[src/logic/wdu_pkg.sv]
// Contract
// - Dog counter advances on the separate 1 MHz oscillator, not the system clock.
// - The kick instruction clears the dog counter and starts a new period.
// - Counter also clears while disabled and on any chip reset.
// - Timeout while enabled without a kick resets the chip.
// - Control register bits 7..5 always read as zero.
// - Hardware clears change-unlock four system clock cycles after it is set.
// - Writing enable one enables; clearing enable works only with change-unlock set.
// - Timeout select picks 16,384 oscillator cycles doubled per step up to 2,097,152.
// - Safety level one: comes up disabled; a single enable write enables it.
// - Level one changes need unlock write, then enable/select write within four cycles.
// - Safety level two: always enabled; enable bit always reads as one.
// - Level two: unlock write, then select write within four cycles; enable ignored.
// - Timeout gives a one system clock internal reset pulse.
// - Timeout sets dog reset flag bit 3; power-on reset or writing zero clears it.
package wdu_pkg;

	// Byte addresses of the Avalon word registers
	localparam logic [3:0] ADDR_CONTROL = 4'h0;
	localparam logic [3:0] ADDR_CAUSE = 4'h4;
	localparam logic [3:0] ADDR_IRQ_STATUS = 4'h8;
	localparam logic [3:0] ADDR_IRQ_MASK = 4'hC;

	// Control register fields
	localparam int CTRL_UNLOCK_BIT = 4;
	localparam int CTRL_ENABLE_BIT = 3;
	localparam int CTRL_SEL_LSB = 0;
	localparam int SEL_WIDTH = 3;
	localparam logic [SEL_WIDTH-1:0] SEL_RESET = 3'h0;

	// Reset cause register field
	localparam int CAUSE_DOG_BIT = 3;

	// Interrupt status bits
	localparam int IRQ_TIMEOUT_BIT = 0;
	localparam int IRQ_KICK_BIT = 1;
	localparam int IRQ_WIDTH = 2;

	// Timing
	localparam logic [2:0] UNLOCK_CYCLES = 3'h4;
	localparam int OSC_FREQ_MHZ = 1;
	localparam int BASE_OSC_CYCLES = 16384;
	localparam int CNT_WIDTH = 22;

	typedef struct packed {
		logic enable;
		logic [SEL_WIDTH-1:0] sel;
	} wdu_ctrl_t;

	typedef struct packed {
		logic [3:0] address;
		logic read;
		logic write;
		logic [31:0] writeData;
		logic [3:0] byteEnable;
	} wdu_avreq_t;

endpackage : wdu_pkg

[src/logic/wdu_sync3.sv]
`timescale 1ns/1ps
module wdu_sync3 #(
	parameter int WIDTH = 1
) (
	input wire logic sys_clk,
	input wire logic rst_b,
	input wire logic [WIDTH-1:0] asyncIn,
	output logic [WIDTH-1:0] syncOut
);

	logic [WIDTH-1:0] stage1_r;
	logic [WIDTH-1:0] stage2_r;
	logic [WIDTH-1:0] stage3_r;

	// Three stages; a change counts once stages two and three agree
	genvar i;
	generate
		for (i = 0; i < WIDTH; i++) begin : g_bit
			always_ff @(posedge sys_clk or negedge rst_b) begin
				if (!rst_b) begin
					stage1_r[i] <= 1'b0;
					stage2_r[i] <= 1'b0;
					stage3_r[i] <= 1'b0;
					syncOut[i] <= 1'b0;
				end else begin
					stage1_r[i] <= asyncIn[i];
					stage2_r[i] <= stage1_r[i];
					stage3_r[i] <= stage2_r[i];
					if (stage2_r[i] == stage3_r[i]) begin
						syncOut[i] <= stage3_r[i];
					end
				end
			end
		end
	endgenerate

endmodule : wdu_sync3

[src/logic/wdu_dog_counter.sv]
`timescale 1ns/1ps
module wdu_dog_counter #(
	parameter int BASE_CYCLES = wdu_pkg::BASE_OSC_CYCLES
) (
	input wire logic sys_clk,
	input wire logic rst_b,
	input wire logic oscTick,
	input wire logic clear,
	input wire logic running,
	input wire logic [wdu_pkg::SEL_WIDTH-1:0] sel,
	output logic expire,
	output logic [wdu_pkg::CNT_WIDTH-1:0] count
);

	logic [wdu_pkg::CNT_WIDTH-1:0] limit;
	logic [wdu_pkg::CNT_WIDTH-1:0] count_r;

	// Limit doubles with each select step; 22 bits hold the largest
	assign limit = wdu_pkg::CNT_WIDTH'((BASE_CYCLES << sel) - 1);
	assign expire = running && oscTick && !clear && (count_r == limit);
	assign count = count_r;

	// Count only oscillator ticks, never system clocks
	always_ff @(posedge sys_clk or negedge rst_b) begin
		if (!rst_b) begin
			count_r <= '0;
		end else if (clear || !running || expire) begin
			count_r <= '0;
		end else if (oscTick) begin
			count_r <= count_r + 1'b1;
		end
	end

endmodule : wdu_dog_counter

[src/logic/wdu_top.sv]
// Design decisions made here: the register offsets and register access over Avalon-MM.
`timescale 1ns/1ps
module wdu_top #(
	parameter int BASE_CYCLES = wdu_pkg::BASE_OSC_CYCLES
) (
	input wire logic sys_clk,
	input wire logic rst_b,
	input wire logic oscClk,
	input wire logic alwaysOnFuse,
	input wire logic kickInstr,
	input wire logic chipReset,
	input wire logic [3:0] avAddress,
	input wire logic avRead,
	input wire logic avWrite,
	input wire logic [31:0] avWriteData,
	input wire logic [3:0] avByteEnable,
	output logic [31:0] avReadData,
	output logic avWaitRequest,
	output logic dogResetPulse,
	output logic irq
);

	// Bus request and stored control
	wdu_pkg::wdu_avreq_t req;
	wdu_pkg::wdu_ctrl_t ctrl_r;

	// Pins from outside the system clock domain
	logic [1:0] syncIn;
	logic [1:0] syncOut;
	logic oscLevel;
	logic oscPrev_r;
	logic oscTick;
	logic levelTwo;

	// Dog state
	logic running;
	logic expire;
	logic dogClear;
	logic [wdu_pkg::CNT_WIDTH-1:0] unusedCount;

	// Bus handshake
	logic ack_r;
	logic wrAccept;
	logic rdAccept;

	// Register write decode
	logic ctrlWrite;
	logic causeClear;
	logic maskWrite;
	logic wrUnlock;
	logic wrEnable;
	logic [wdu_pkg::SEL_WIDTH-1:0] wrSel;

	// Unlock window and reset cause
	logic [2:0] window_r;
	logic windowOpen;
	logic dogFlag_r;

	// Interrupts
	logic [wdu_pkg::IRQ_WIDTH-1:0] irqStatus_r;
	logic [wdu_pkg::IRQ_WIDTH-1:0] irqMask_r;
	logic [wdu_pkg::IRQ_WIDTH-1:0] irqEvents;

	// Read path
	logic [7:0] ctrlView;
	logic [31:0] causeView;
	logic [31:0] statusView;
	logic [31:0] maskView;
	logic [31:0] readMux;

	// Group the bus request
	// One struct, so every decode below reads the same copy
	assign req.address = avAddress;
	assign req.read = avRead;
	assign req.write = avWrite;
	assign req.writeData = avWriteData;
	assign req.byteEnable = avByteEnable;

	// Oscillator and fuse arrive from outside the system clock domain
	// Fuse is not latched: a change takes effect a few cycles later
	assign syncIn = {alwaysOnFuse, oscClk};
	wdu_sync3 #(
		.WIDTH(2)
	) u_sync (
		.sys_clk(sys_clk),
		.rst_b(rst_b),
		.asyncIn(syncIn),
		.syncOut(syncOut)
	);
	assign oscLevel = syncOut[0];
	assign levelTwo = syncOut[1];

	// Rising edge of the filtered oscillator is one dog tick
	// Previous level resets to the idle level, so no false tick after reset
	always_ff @(posedge sys_clk or negedge rst_b) begin
		if (!rst_b) begin
			oscPrev_r <= 1'b0;
		end else begin
			oscPrev_r <= oscLevel;
		end
	end
	assign oscTick = oscLevel && !oscPrev_r;

	// Level two forces the dog on regardless of the stored enable
	// Stored enable is not forced; unlock or enable writes made in level two still set it to one
	assign running = levelTwo || ctrl_r.enable;

	// Kick and chip reset both restart the period; clear beats a same-cycle expiry
	assign dogClear = kickInstr || chipReset;

	wdu_dog_counter #(
		.BASE_CYCLES(BASE_CYCLES)
	) u_counter (
		.sys_clk(sys_clk),
		.rst_b(rst_b),
		.oscTick(oscTick),
		.clear(dogClear),
		.running(running),
		.sel(ctrl_r.sel),
		.expire(expire),
		.count(unusedCount)
	);

	// Bus slave: one wait cycle, then the answer at the next edge
	// Fixed latency keeps the slave simple at the cost of one wait per access
	assign avWaitRequest = (req.read || req.write) && !ack_r;
	assign wrAccept = req.write && ack_r;
	assign rdAccept = req.read && ack_r;
	always_ff @(posedge sys_clk or negedge rst_b) begin
		if (!rst_b) begin
			ack_r <= 1'b0;
		end else begin
			ack_r <= (req.read || req.write) && !ack_r;
		end
	end

	// Control write decode; only the low byte lane holds the register
	// Writes count only at the answer edge, never in the wait cycle
	assign ctrlWrite = wrAccept && req.byteEnable[0] && (req.address == wdu_pkg::ADDR_CONTROL);
	assign wrUnlock = req.writeData[wdu_pkg::CTRL_UNLOCK_BIT];
	assign wrEnable = req.writeData[wdu_pkg::CTRL_ENABLE_BIT];
	assign wrSel = req.writeData[wdu_pkg::CTRL_SEL_LSB +: wdu_pkg::SEL_WIDTH];
	assign windowOpen = (window_r != 3'h0);
	assign causeClear = wrAccept && req.byteEnable[0] && (req.address == wdu_pkg::ADDR_CAUSE)
		&& !req.writeData[wdu_pkg::CAUSE_DOG_BIT];
	assign maskWrite = wrAccept && req.byteEnable[0] && (req.address == wdu_pkg::ADDR_IRQ_MASK);

	// Unlock window: opened by unlock plus enable, self-closing
	// A second unlock write reopens the full window
	always_ff @(posedge sys_clk or negedge rst_b) begin
		if (!rst_b) begin
			window_r <= 3'h0;
		end else if (chipReset || expire) begin
			window_r <= 3'h0;
		end else if (ctrlWrite && wrUnlock && wrEnable) begin
			window_r <= wdu_pkg::UNLOCK_CYCLES;
		end else if (ctrlWrite && windowOpen) begin
			window_r <= 3'h0;
		end else if (windowOpen) begin
			window_r <= window_r - 3'h1;
		end
	end

	// Enable and timeout select; protected fields change only in the window
	// Timeout clears control as a chip reset would
	always_ff @(posedge sys_clk or negedge rst_b) begin
		if (!rst_b) begin
			ctrl_r.enable <= 1'b0;
			ctrl_r.sel <= wdu_pkg::SEL_RESET;
		end else if (chipReset || expire) begin
			ctrl_r.enable <= 1'b0;
			ctrl_r.sel <= wdu_pkg::SEL_RESET;
		end else if (ctrlWrite) begin
			if (wrUnlock && wrEnable) begin
				ctrl_r.enable <= 1'b1;
			end else if (windowOpen && !wrUnlock) begin
				// Level two ignores the enable value written here
				ctrl_r.enable <= levelTwo ? ctrl_r.enable : wrEnable;
				ctrl_r.sel <= wrSel;
			end else if (wrEnable) begin
				ctrl_r.enable <= 1'b1;
			end
		end
	end

	// One system clock reset pulse per timeout
	// Registered so the pulse is clean, one cycle after expiry
	always_ff @(posedge sys_clk or negedge rst_b) begin
		if (!rst_b) begin
			dogResetPulse <= 1'b0;
		end else begin
			dogResetPulse <= expire;
		end
	end

	// Reset cause flag survives chip resets; power-on clears it
	// Software may also clear it by writing zero to the flag
	// Set wins over a clear in the same cycle, so no timeout is lost
	always_ff @(posedge sys_clk or negedge rst_b) begin
		if (!rst_b) begin
			dogFlag_r <= 1'b0;
		end else if (expire) begin
			dogFlag_r <= 1'b1;
		end else if (causeClear) begin
			dogFlag_r <= 1'b0;
		end
	end

	// Sticky events; a read clears, but a new event in that cycle wins
	assign irqEvents[wdu_pkg::IRQ_TIMEOUT_BIT] = expire;
	assign irqEvents[wdu_pkg::IRQ_KICK_BIT] = kickInstr;

	// One sticky bit per event source
	// Status read clears at the answer edge
	genvar b;

	generate
		for (b = 0; b < wdu_pkg::IRQ_WIDTH; b++) begin : g_irq
			always_ff @(posedge sys_clk or negedge rst_b) begin
				if (!rst_b) begin
					irqStatus_r[b] <= 1'b0;
				end else if (irqEvents[b]) begin
					irqStatus_r[b] <= 1'b1;
				end else if (rdAccept && (req.address == wdu_pkg::ADDR_IRQ_STATUS)) begin
					irqStatus_r[b] <= 1'b0;
				end
			end
		end
	endgenerate

	// Interrupt mask
	// All sources masked after reset, so no interrupt before software asks
	always_ff @(posedge sys_clk or negedge rst_b) begin
		if (!rst_b) begin
			irqMask_r <= '0;
		end else if (maskWrite) begin
			irqMask_r <= req.writeData[wdu_pkg::IRQ_WIDTH-1:0];
		end
	end

	// Level interrupt from any unmasked sticky bit
	// Registered, so it lags the status by one cycle
	always_ff @(posedge sys_clk or negedge rst_b) begin
		if (!rst_b) begin
			irq <= 1'b0;
		end else begin
			irq <= |(irqStatus_r & irqMask_r);
		end
	end

	// Control view: reserved bits zero, enable forced in level two
	// Unlock bit shows the window, so software can see it close
	always_comb begin
		ctrlView = 8'h00;
		ctrlView[wdu_pkg::CTRL_UNLOCK_BIT] = windowOpen;
		ctrlView[wdu_pkg::CTRL_ENABLE_BIT] = running;
		ctrlView[wdu_pkg::CTRL_SEL_LSB +: wdu_pkg::SEL_WIDTH] = ctrl_r.sel;
	end

	// Word views of the narrow registers; upper bits read zero
	always_comb begin
		causeView = 32'h0000_0000;
		causeView[wdu_pkg::CAUSE_DOG_BIT] = dogFlag_r;
		statusView = 32'h0000_0000;
		statusView[wdu_pkg::IRQ_WIDTH-1:0] = irqStatus_r;
		maskView = 32'h0000_0000;
		maskView[wdu_pkg::IRQ_WIDTH-1:0] = irqMask_r;
	end

	// Read mux; unmapped addresses read zero
	// Plain decode, no side effects; the status clear lives with the status bits
	always_comb begin
		readMux = 32'h0000_0000;
		case (req.address)
			wdu_pkg::ADDR_CONTROL: begin
				readMux[7:0] = ctrlView;
			end
			wdu_pkg::ADDR_CAUSE: begin
				readMux = causeView;
			end
			wdu_pkg::ADDR_IRQ_STATUS: begin
				readMux = statusView;
			end
			wdu_pkg::ADDR_IRQ_MASK: begin
				readMux = maskView;
			end
			default: begin
				readMux = 32'h0000_0000;
			end
		endcase
	end

	// Read data registered in the wait cycle, stands at the answer edge
	// Held until the next read, so a slow master still sees it
	always_ff @(posedge sys_clk or negedge rst_b) begin
		if (!rst_b) begin
			avReadData <= 32'h0000_0000;
		end else if (req.read && !ack_r) begin
			avReadData <= readMux;
		end
	end

endmodule : wdu_top

[config.mk]
export PLATFORM = sky130hd
export DESIGN_NAME = wdu_top
export DESIGN_NICKNAME = d
export VERILOG_FILES = /design/src/logic/wdu_pkg.sv /design/src/logic/wdu_sync3.sv /design/src/logic/wdu_dog_counter.sv /design/src/logic/wdu_top.sv
export SDC_FILE = /design/constraint.sdc
export NUM_CORES = 1
export LEC_CHECK = 0
export BUFFER_PORTS_ARGS = -buffer_cell sky130_fd_sc_hd__buf_2
export CAP_MARGIN = 0
export CORE_MARGIN = 8
export CORE_UTILIZATION = 49
export CTS_CLUSTER_SIZE = 24
export DETAILED_ROUTE_END_ITERATION = 16
export GPL_TIMING_DRIVEN = 0
export HOLD_SLACK_MARGIN = 0.08
export PLACE_DENSITY_LB_ADDON = 0.12
export SYNTH_ARGS = -nofsm -noshare
export SYNTH_HDL_FRONTEND = slang
export SYNTH_SLANG_ARGS = --single-unit
[constraint.sdc]
create_clock -name sys_clk -period 6.8 [get_ports sys_clk]
set_input_delay 0.34 -clock sys_clk [delete_from_list [all_inputs] [get_ports sys_clk]]
set_output_delay 0.34 -clock sys_clk [all_outputs]
set_load 0.02 [all_outputs]
# Yosys cells after proc, flatten, opt, wreduce, memory -nomap -nowiden
# Cells that the tools add are included.
dict set report word_totals {
  n_memories 0
  out_inout_bits 35
  regBits 54
  rom_bits 0
  inputBits 48
  latchBits 0
  ramBits 0
  wordCells 98
}
dict set report classes {
  shifts 1
  magnitude_cmp 0
  n_div 0
  bitwise 1
  n_eq_ne 8
  multipliers 0
  mux 20
  addsub 3
  n_reduce_logical 44
}
# operator count
set ops {}
lappend ops {{$mux 22} 2}
lappend ops {{$add 22x1->22 const B} 1}
lappend ops {{$eq 22x22->1} 1}
lappend ops {{$shl 15x3->22 const A} 1}
lappend ops {{$sub 22x2->22 const B} 1}
lappend ops {{$pmux 5 s4} 1}
lappend ops {{$logic_and 1x1->1} 19}
lappend ops {{$mux 3} 6}
lappend ops {{$reduce_bool 2->1} 6}
lappend ops {{$mux 1} 9}
lappend ops {{$eq 4x4->1 const B} 2}
lappend ops {{$mux 4} 2}
lappend ops {{$reduce_bool 4->1} 2}
lappend ops {{$logic_not 1->1} 6}
lappend ops {{$logic_or 1x1->1} 6}
lappend ops {{$reduce_and 3->1} 2}
lappend ops {{$eq 4x3->1 const B} 1}
lappend ops {{$logic_not 4->1} 1}
lappend ops {{$ne 4x4->1 const B} 1}
lappend ops {{$reduce_bool 3->1} 1}
lappend ops {{$sub 3x1->3 const B} 1}
lappend ops {{$and 2x2->2} 1}
lappend ops {{$eq 1x1->1} 2}
lappend ops {{$ne 2x2->1 const B} 1}
lappend ops {{$reduce_or 2->1} 1}

# Longest topological paths before layout
# Gate-level depths: netlist (run 1).
dict set report depth {
  depth_word 8
  mapped_depth 10
  mapped_depth_nobuf 8
}

# Hierarchy
# A second synthesis (run 1) with hierarchy kept.
dict set report unflattened {
  cells_unflattened 271
  hier_area_um2 2790.2
}
# module area_per_inst_um2 n_inst cells_per_inst
set modules_own_cells {}
lappend modules_own_cells {wdu_dog_counter 1342.5 1 137}
lappend modules_own_cells {wdu_top 1224.9 1 124}
lappend modules_own_cells {wdu_sync3 222.7 1 10}

# Worst setup path after synthesis (run 1)
# OpenSTA, ideal clock, no wires.
dict set report synth_path {
  kind {register to register}
  from {register, netlist name ctrlView[2]}
  to {register u_counter.count_r (netlist bit u_counter.count[11])}
  path_stages_with_launch 10
  arrival_time_ns 2.329
  required_ns 6.664
  path_slack_ns 4.335
  n_path_buf 2
  synth_period_minus_slack_ns 2.465
  path_cell_list {dfrtp_1 buf_2 or3_1 ha_1 xnor2_1 nor4_1 nand4b_1 a2111oi_4 buf_6 nor3_1}
}
dict set report synth_via {
  elab_chain_len 6
  word_cells_on_any_way 7
}
# item line
set synth_rtl {}
lappend synth_rtl {{$shl 15x3->22 (*)} wdu_dog_counter.sv:19} ;# assign limit = wdu_pkg::CNT_WIDTH'((BASE_CYCLES << sel) - 1);
lappend synth_rtl {{$sub 22x2->22 (*)} wdu_dog_counter.sv:19}
lappend synth_rtl {{$eq 22x22->1 (*)} wdu_dog_counter.sv:20} ;# assign expire = running && oscTick && !clear && (count_r == limit);
lappend synth_rtl {{$logic_and 1x1->1 (*)} wdu_dog_counter.sv:20}
lappend synth_rtl {{$logic_or 1x1->1 (*)} wdu_dog_counter.sv:27} ;# end else if (clear || !running || expire) begin
lappend synth_rtl {{$mux 22 or $reduce_bool 2->1 (tied branches)} n/a}
lappend synth_rtl {{to (signal assigned)} wdu_dog_counter.sv:30} ;# count_r <= count_r + 1'b1;
lappend synth_rtl {{to (decl)} wdu_dog_counter.sv:16} ;# logic [wdu_pkg::CNT_WIDTH-1:0] count_r;
# Every way passes the cells marked *; elsewhere a longest branch is shown, timed or not.
# A chain may end at the register's enable or synchronous reset.

# Final worst setup path (run 1)
dict set report layout_path {
  from {register, netlist name ctrlView[2]}
  to {register u_counter.count_r (netlist bit u_counter.count[3])}
}
dict set report layout_via {
  elab_chain_len 6
  word_cells_on_any_way 7
}
# item line
set layout_rtl {}
lappend layout_rtl {{$shl 15x3->22 (*)} wdu_dog_counter.sv:19}
lappend layout_rtl {{$sub 22x2->22 (*)} wdu_dog_counter.sv:19}
lappend layout_rtl {{$eq 22x22->1 (*)} wdu_dog_counter.sv:20}
lappend layout_rtl {{$logic_and 1x1->1 (*)} wdu_dog_counter.sv:20}
lappend layout_rtl {{$logic_or 1x1->1 (*)} wdu_dog_counter.sv:27}
lappend layout_rtl {{$mux 22 or $reduce_bool 2->1 (tied branches)} n/a}
# Marks and branches as above.

==> results of run 1 <==
[sequential cells by signal, summed over array words and instances, names as in the netlist, 3 cells and up]
signal / count
window_r: 3
u_counter.count: 22
avReadData: 5
ctrlView: 3
[logic make-up after synthesis]
family	synth area share, %
multiplexers	3.31
AND/OR/NAND/NOR	23.9
AO/OA/AOI/OAI	8.01
adder cells (fa/ha/maj)	2.44
flip-flops	44.4
other	0.131
buffers and inverters	10.5
XOR/XNOR	7.32
[final cells by class]
cell class / count / area (µm²)
sequential: 51 / 1280
clock buffer: 6 / 72.6
buffer: 44 / 285
fill: 532 / 2520
multi-input combinational: 216 / 1390
timing repair buffer: 22 / 110
tap: 75 / 93.8
inverter: 4 / 15.0
clock inverter: 2 / 12.5
[where the power goes]
| group | leakage, nW | switching (W) | internal, W |
|---|---|---|---|
| Sequential | 0.680 | 0.00000910 | 0.000318 |
| Combinational | 0.747 | 0.0000716 | 0.0000495 |
| Clock | 0.0412 | 0.0000952 | 0.0000720 |
[worst reg2reg max path, cell delays in order (launching register included)]
cell and delay, ps:
dfrtp_1 410, buf_2 190, or3_1 380, ha_1 310
xnor2_1 130, nor4_1 270, nand4b_1 190, a2111oi_4 560
buf_6 250, nor3_1 60
[metal layers]
layer	vias to the layer above	GRT usage (%)	part of all wire, %
met5	-	0	0
met4	0	4.03	1.1
met3	7	3.80	5.8
met2	50	23.1	48
met1	1018	17.7	45
li1	1084	-	-
[layout by cell type (no fill, tap or decap), types with 3 or more instances in the layout]
master	synthesis	routed
a22o_1	7	7
a31oi_1	3	3
and3_1	6	6
buf_2	3	25
buf_4	27	27
clkbuf_1	11	12
clkbuf_8	0	5
conb_1	1	27
dfrtp_1	51	51
ha_1	4	4
inv_1	4	4
mux2_2	4	4
mux2i_1	5	5
nand2_1	16	16
nand2b_1	3	3
nand3_1	13	13
nand4_1	6	6
nor2_1	17	17
nor2b_1	4	4
nor3_1	33	33
nor4_1	9	9
o21ai_0	4	4
or2_2	3	3
xnor2_1	14	14
xor2_1	10	10
[metrics by stage]
stage | instance area (µm²) | utilization [%] | setup WS (ps) | total power [W] | hold slack [ps]
2_1_floorplan | 2970 | - | 4340 | 0.000425 | 44.4
3_3_place_gp | 3170 | 54.9 | 3880 | 0.000452 | 333
3_5_place_dp | 3170 | 54.9 | 3870 | 0.000455 | 337
4_1_cts | 3260 | 56.4 | 3850 | 0.000623 | 130
5_1_grt | 3260 | 56.4 | 3660 | 0.000648 | 124
6_report | 3260 | 56.4 | 3920 | 0.000616 | 138
[path summary, 6_finish.rpt]
| path | end | slack [ps] | depth (start not counted) |
|---|---|---|---|
| setup / recovery | u_counter.count[3]$_DFFE_PN0P_ | 3920 | 9 |
| hold / removal | u_sync.stage1_r[1]$_DFF_PN0_ | 140 | 1 |
| setup reg to reg | u_counter.count[3]$_DFFE_PN0P_ | 3920 | 9 |
| hold reg to reg | u_sync.stage2_r[1]$_DFF_PN0_ | 360 | 0 |
| max in group asynchronous | u_sync.stage3_r[0]$_DFF_PN0_ | 5890 | 1 |
| min in group asynchronous | window_r[0]$_DFFE_PN0P_ | 240 | 1 |
==> impl_metrics.json, run 1 <==
{
  "row_count": 28,
  "dieWidth_um": 92.6,
  "synth_top_area_cell": "dfrtp_1",
  "slew_viol_final": 0,
  "vias": 2159,
  "ys_seq_area_share_pct": 44.4,
  "worst_skew_pair.late_latency_ps": 300,
  "status": "completed",
  "cp.required_ps": 6960,
  "maxCapViolCount": 0,
  "leakagePower_nw": 1.47,
  "synth.distinct_cells": 49,
  "grt_max_degree": 52,
  "yosysWarnings": 0,
  "critPathLaunchType": "register",
  "dp_hpwl_mm": 4.34,
  "crit_family": "simple AND/OR/NAND/NOR gates",
  "hold_viol_final": 0,
  "cts_tree": "yes",
  "syn_area_um2": 2870,
  "wl_per_cell_um": 13.9,
  "fin_skew_ps": 7.91,
  "cts.sinks": 51,
  "antenna_cells": 0,
  "fin_crit_ps": 2880,
  "grt_pass1_wl_mm": 9.93,
  "r2r-start": "ctrlView[2]$_DFFE_PN0P_",
  "path_buf_inv": 2,
  "grt_pass1_vias": 2094,
  "wl_mm": 5.83,
  "min_from": "alwaysOnFuse",
  "power_density_nw_per_um2": 189,
  "drive_above_1_share_pct": 22.0,
  "htreeDepth": 2,
  "setup_violations": 0,
  "port_buffers": 22,
  "synthTopCellsByCount": "dfrtp_1, nor3_1, buf_4",
  "slew_headroom_pct": 27.1,
  "worstSetupPathType": "reg -> reg",
  "cp.arrival_ps": 3050,
  "drtPass1Iterations": 4,
  "crit_path_max_incr_delay_ps": 560,
  "io_pins": 83,
  "ir_drop_uv": 143,
  "tightest_slew_ps": 1090,
  "worstPathCellList": "buf_2, or3_1, ha_1, xnor2_1, nor4_1, nand4b_1, a2111oi_4, buf_6, nor3_1",
  "drc": 0,
  "synth_top_area_share_pct": 44.4,
  "synthTopCellsByArea": "dfrtp_1, buf_4, nor3_1",
  "cp_max_fo": 10,
  "gr-total-overflow": 0,
  "ys.flop_type": "dfrtp_1",
  "synth_edf_count": 0,
  "min_path_type": "in -> reg",
  "synth_most_common_cell": "dfrtp_1",
  "fin_crit_sh_pct": 42.4,
  "max_freq_mhz": 347,
  "hold_buffers": 0,
  "vias_per_cell": 5.14,
  "stdcell_count": 420,
  "async_flop_share_pct": 100,
  "cts_setup_buffers": 0,
  "cts_made_buffers": 5,
  "fin_tns_setup_ps": 0,
  "fp.dieH_um": 92.6,
  "ctsResizeCount": 0,
  "max-clock-path-buffers": 2,
  "rsz0062_at_grt": "no",
  "root_buffer": "clkbuf_8",
  "crit_start": "ctrlView[2]$_DFFE_PN0P_",
  "core_um2": 5780,
  "avgSynthCellArea_um2": 9.94,
  "track_usage_pct": 14.1,
  "syn_to_final_growth_pct": 13.5,
  "cp-end-kind": "register",
  "drt_iter0_drc": 107,
  "drtAntennaViolNets": 0,
  "antenna_found_initial": 0,
  "syn_inst": 289,
  "ys_ff_latch": 51,
  "nets": 396,
  "die_area_um2": 8570,
  "gp_congestion": 0.831,
  "critPathSlowestCell": "a2111oi_4",
  "start_util_pct": 49.7,
  "dp_cells": 412,
  "clkTransAtPathRegs_ps": 90
}
No activity file was read; power rests on OpenSTA's default activity.
==> inputs of run 2 (changes only) <==
--- a/config.mk
+++ b/config.mk
@@ -5,10 +5,11 @@
 export SDC_FILE = /design/constraint.sdc
 export NUM_CORES = 1
 export LEC_CHECK = 0
+export ABC_AREA = 1
 export BUFFER_PORTS_ARGS = -buffer_cell sky130_fd_sc_hd__buf_2
 export CAP_MARGIN = 0
 export CORE_MARGIN = 8
-export CORE_UTILIZATION = 49
+export CORE_UTILIZATION = 47
 export CTS_CLUSTER_SIZE = 24
 export DETAILED_ROUTE_END_ITERATION = 16
 export GPL_TIMING_DRIVEN = 0
==> constraint.sdc (replaced) <==
create_clock -name sys_clk -period 2.3 [get_ports sys_clk]
set_input_delay 0.115 -clock sys_clk [delete_from_list [all_inputs] [get_ports sys_clk]]
set_output_delay 0.115 -clock sys_clk [all_outputs]
set_load 0.02 [all_outputs]
==> impl_metrics.json, run 2 <==
{
  "power_density_nw_per_um2": 531,
  "grt_max_degree": 52,
  "max-clock-path-buffers": 2,
  "root_buffer": "clkbuf_8",
  "hold_viol_final": 0,
  "gp_congestion": 0.823,
  "cp_max_fo": 10,
  "synthTopCellsByCount": "nand2_1, dfrtp_1, nor2_1",
  "antenna_cells": 0,
  "r2r-start": "ctrlView[1]$_DFFE_PN0P_",
  "synth.distinct_cells": 38,
  "dp_hpwl_mm": 4.60,
  "avgSynthCellArea_um2": 8.05,
  "nets": 489,
  "final_common_cell": "nand2_1",
  "crit_start": "ctrlView[1]$_DFFE_PN0P_",
  "vias_per_cell": 4.59,
  "regToRegSetupSlack_ps": 190,
  "ys_ff_latch": 51,
  "async_flop_share_pct": 100,
  "synthTopCellsByArea": "dfrtp_1, nand2_1, buf_4",
  "ys.flop_type": "dfrtp_1",
  "wl_mm": 5.94,
  "antenna_found_initial": 0,
  "setup_violations": 0,
  "clkTransAtPathRegs_ps": 90,
  "cts_made_buffers": 5,
  "syn_to_final_growth_pct": 17.0,
  "placed_area_um2": 3300,
  "cp.required_ps": 2490,
  "grt_pass1_vias": 2329,
  "syn_inst": 370,
  "syn_area_um2": 2980,
  "crit_path_max_incr_delay_ps": 470,
  "preCtsSetupSlack_ps": 146,
  "synth_top_area_share_pct": 42.8,
  "slew_viol_final": 0,
  "htreeDepth": 2,
  "hold_end": "ack_r$_DFF_PN0_",
  "critPathLaunchType": "register",
  "vias": 2362,
  "largest_reg_flops": 22,
  "drtPass1Iterations": 4,
  "yosysWarnings": 0,
  "synth_edf_count": 0,
  "min_from": "avRead",
  "cts.sinks": 51,
  "row_count": 29,
  "dieWidth_um": 95.6,
  "max_freq_mhz": 474,
  "min_path_type": "in -> reg",
  "start_util_pct": 47.7,
  "worstSetupPathType": "reg -> reg",
  "ys_seq_area_share_pct": 42.8,
  "most-common-layout-cells": "nand2_1, dfrtp_1, nor2_1, inv_1",
  "synth_top_area_cell": "dfrtp_1",
  "fin_skew_ps": 7.98,
  "drt_iter0_drc": 108,
  "worst_skew_pair.late_latency_ps": 300,
  "slew_headroom_pct": 25.3,
  "stdcell_area_um2": 3490,
  "fin_tns_setup_ps": 0,
  "whs_path_depth": 3,
  "fp.dieH_um": 95.6,
  "cts_setup_buffers": 0,
  "tightest_slew_ps": 1120,
  "reg2reg_to": "u_counter.count[21]$_DFFE_PN0P_",
  "worstPathCellList": "nor2_2, nand2_1, ha_1, inv_1, nand2_1, nand2_1, nand2_1, nand2_1, nand2_1, nor2_4, nand3_4, nand2_4, buf_12, nor3_2",
  "drc": 0,
  "wl_per_cell_um": 11.5,
  "synth_most_common_cell": "nand2_1",
  "cts_tree": "yes",
  "leakagePower_nw": 1.72,
  "grt_pass1_wl_mm": 10.2,
  "gr-total-overflow": 0,
  "r2r_cells": 14,
  "cp-end-kind": "register",
  "core_um2": 6240,
  "ir_drop_uv": 471,
  "fin_ws_ps": 188,
  "die_area_um2": 9140,
  "critPathSlowestCell": "dfrtp_2",
  "fin_crit_sh_pct": 91.8,
  "fin_hold_ws_ps": 96.4,
  "port_buffers": 25,
  "maxCapViolCount": 0,
  "rsz0062_at_grt": "no",
  "drtAntennaViolNets": 0,
  "drive_above_1_share_pct": 22.8,
  "cp.arrival_ps": 2300,
  "track_usage_pct": 13.9,
  "status": "completed",
  "critPathMostFrequentCell": "nand2_1",
  "fin_crit_ps": 2110,
  "io_pins": 83
}
[run 2: cell types whose count changed in the layout (fill, tap and decap cells not counted), moves of 7 or more]
cell           before  now
nand2_1            16   82
inv_1               4   41
nor2_1             17   43
nor3_1             33   10
a21oi_1             0   13
xnor2_1            14    2
clkbuf_1           12    1
nor2_2              0   11
dlygate4sd3_1       0    9
nand3_1            13   22
nor4_1              9    0
o21ai_0             4   11
[run 2: through the flow]
stage                     power [W]  utilization [%]  cells
after floorplan             0.00125                -    396
after global placement      0.00133             52.8    498
after detailed placement    0.00134             52.8    498
after CTS                   0.00189             55.7    515
after global routing        0.00196             55.9    515
final                       0.00185             55.9    515
[run 2: final cells by class]
| type | instances | area, µm² |
|---|---|---|
| fill | 612 | 2760 |
| multi-input combinational | 268 | 1390 |
| sequential | 51 | 1280 |
| buffer | 30 | 239 |
| timing repair buffer | 34 | 215 |
| inverter | 47 | 179 |
| tap | 77 | 96.3 |
| clock buffer | 6 | 72.6 |
| clock inverter | 2 | 16.3 |
[run 2: worst max-delay path by stage]
stage / slack (ps) / to / depth (start not counted)
3_5_place_dp: 150 / u_counter.count[21]$_DFFE_PN0P_ / 14
4_1_cts: 100 / u_counter.count[21]$_DFFE_PN0P_ / 11
2_1_floorplan: 430 / u_counter.count[21]$_DFFE_PN0P_ / 11
6_report: 190 / u_counter.count[21]$_DFFE_PN0P_ / 14
5_1_grt: 20 / u_counter.count[13]$_DFFE_PN0P_ / 11
3_3_place_gp: 150 / u_counter.count[8]$_DFFE_PN0P_ / 14
[run 2: timing repair]
item / CTS / global route
gates resized for setup: 0 / 3
hold buffers: 9 / 0
hold endpoints to repair: 61 / 0
setup endpoints to repair: 0 / 21
[run 2: report_power, final]
part           switching [W]  internal (W)
sequential         0.0000217      0.000940
clock               0.000296      0.000219
combinational       0.000225      0.000148
[run 2: kinds of logic after synthesis]
group / Yosys count / share of synthesized area [%]
compound gates: 35 / 6.89
xor+xnor: 7 / 2.06
other cells: 1 / 0.126
flops: 51 / 42.8
mux: 3 / 1.13
buf+inv: 77 / 14.0
simple gates: 190 / 30.6
fa+ha+maj: 6 / 2.35
[run 2: metal layers]
metal | up-vias | global-route usage (%) | wire length [µm]
met5 | - | 0 | 0
met4 | 0 | 3.71 | 64
met3 | 6 | 2.52 | 339
met2 | 42 | 25.1 | 2850
met1 | 1039 | 16.4 | 2690
li1 | 1275 | - | -
[run 2: worst max-delay path, delay by kind of cell (launching register included)]
| family | cells | cell delay, ps |
|---|---|---|
| buffers and inverters | 2 | 250 |
| adder cells (fa/ha/maj) | 1 | 260 |
| AND/OR/NAND/NOR | 11 | 1020 |
| flip-flops | 1 | 470 |
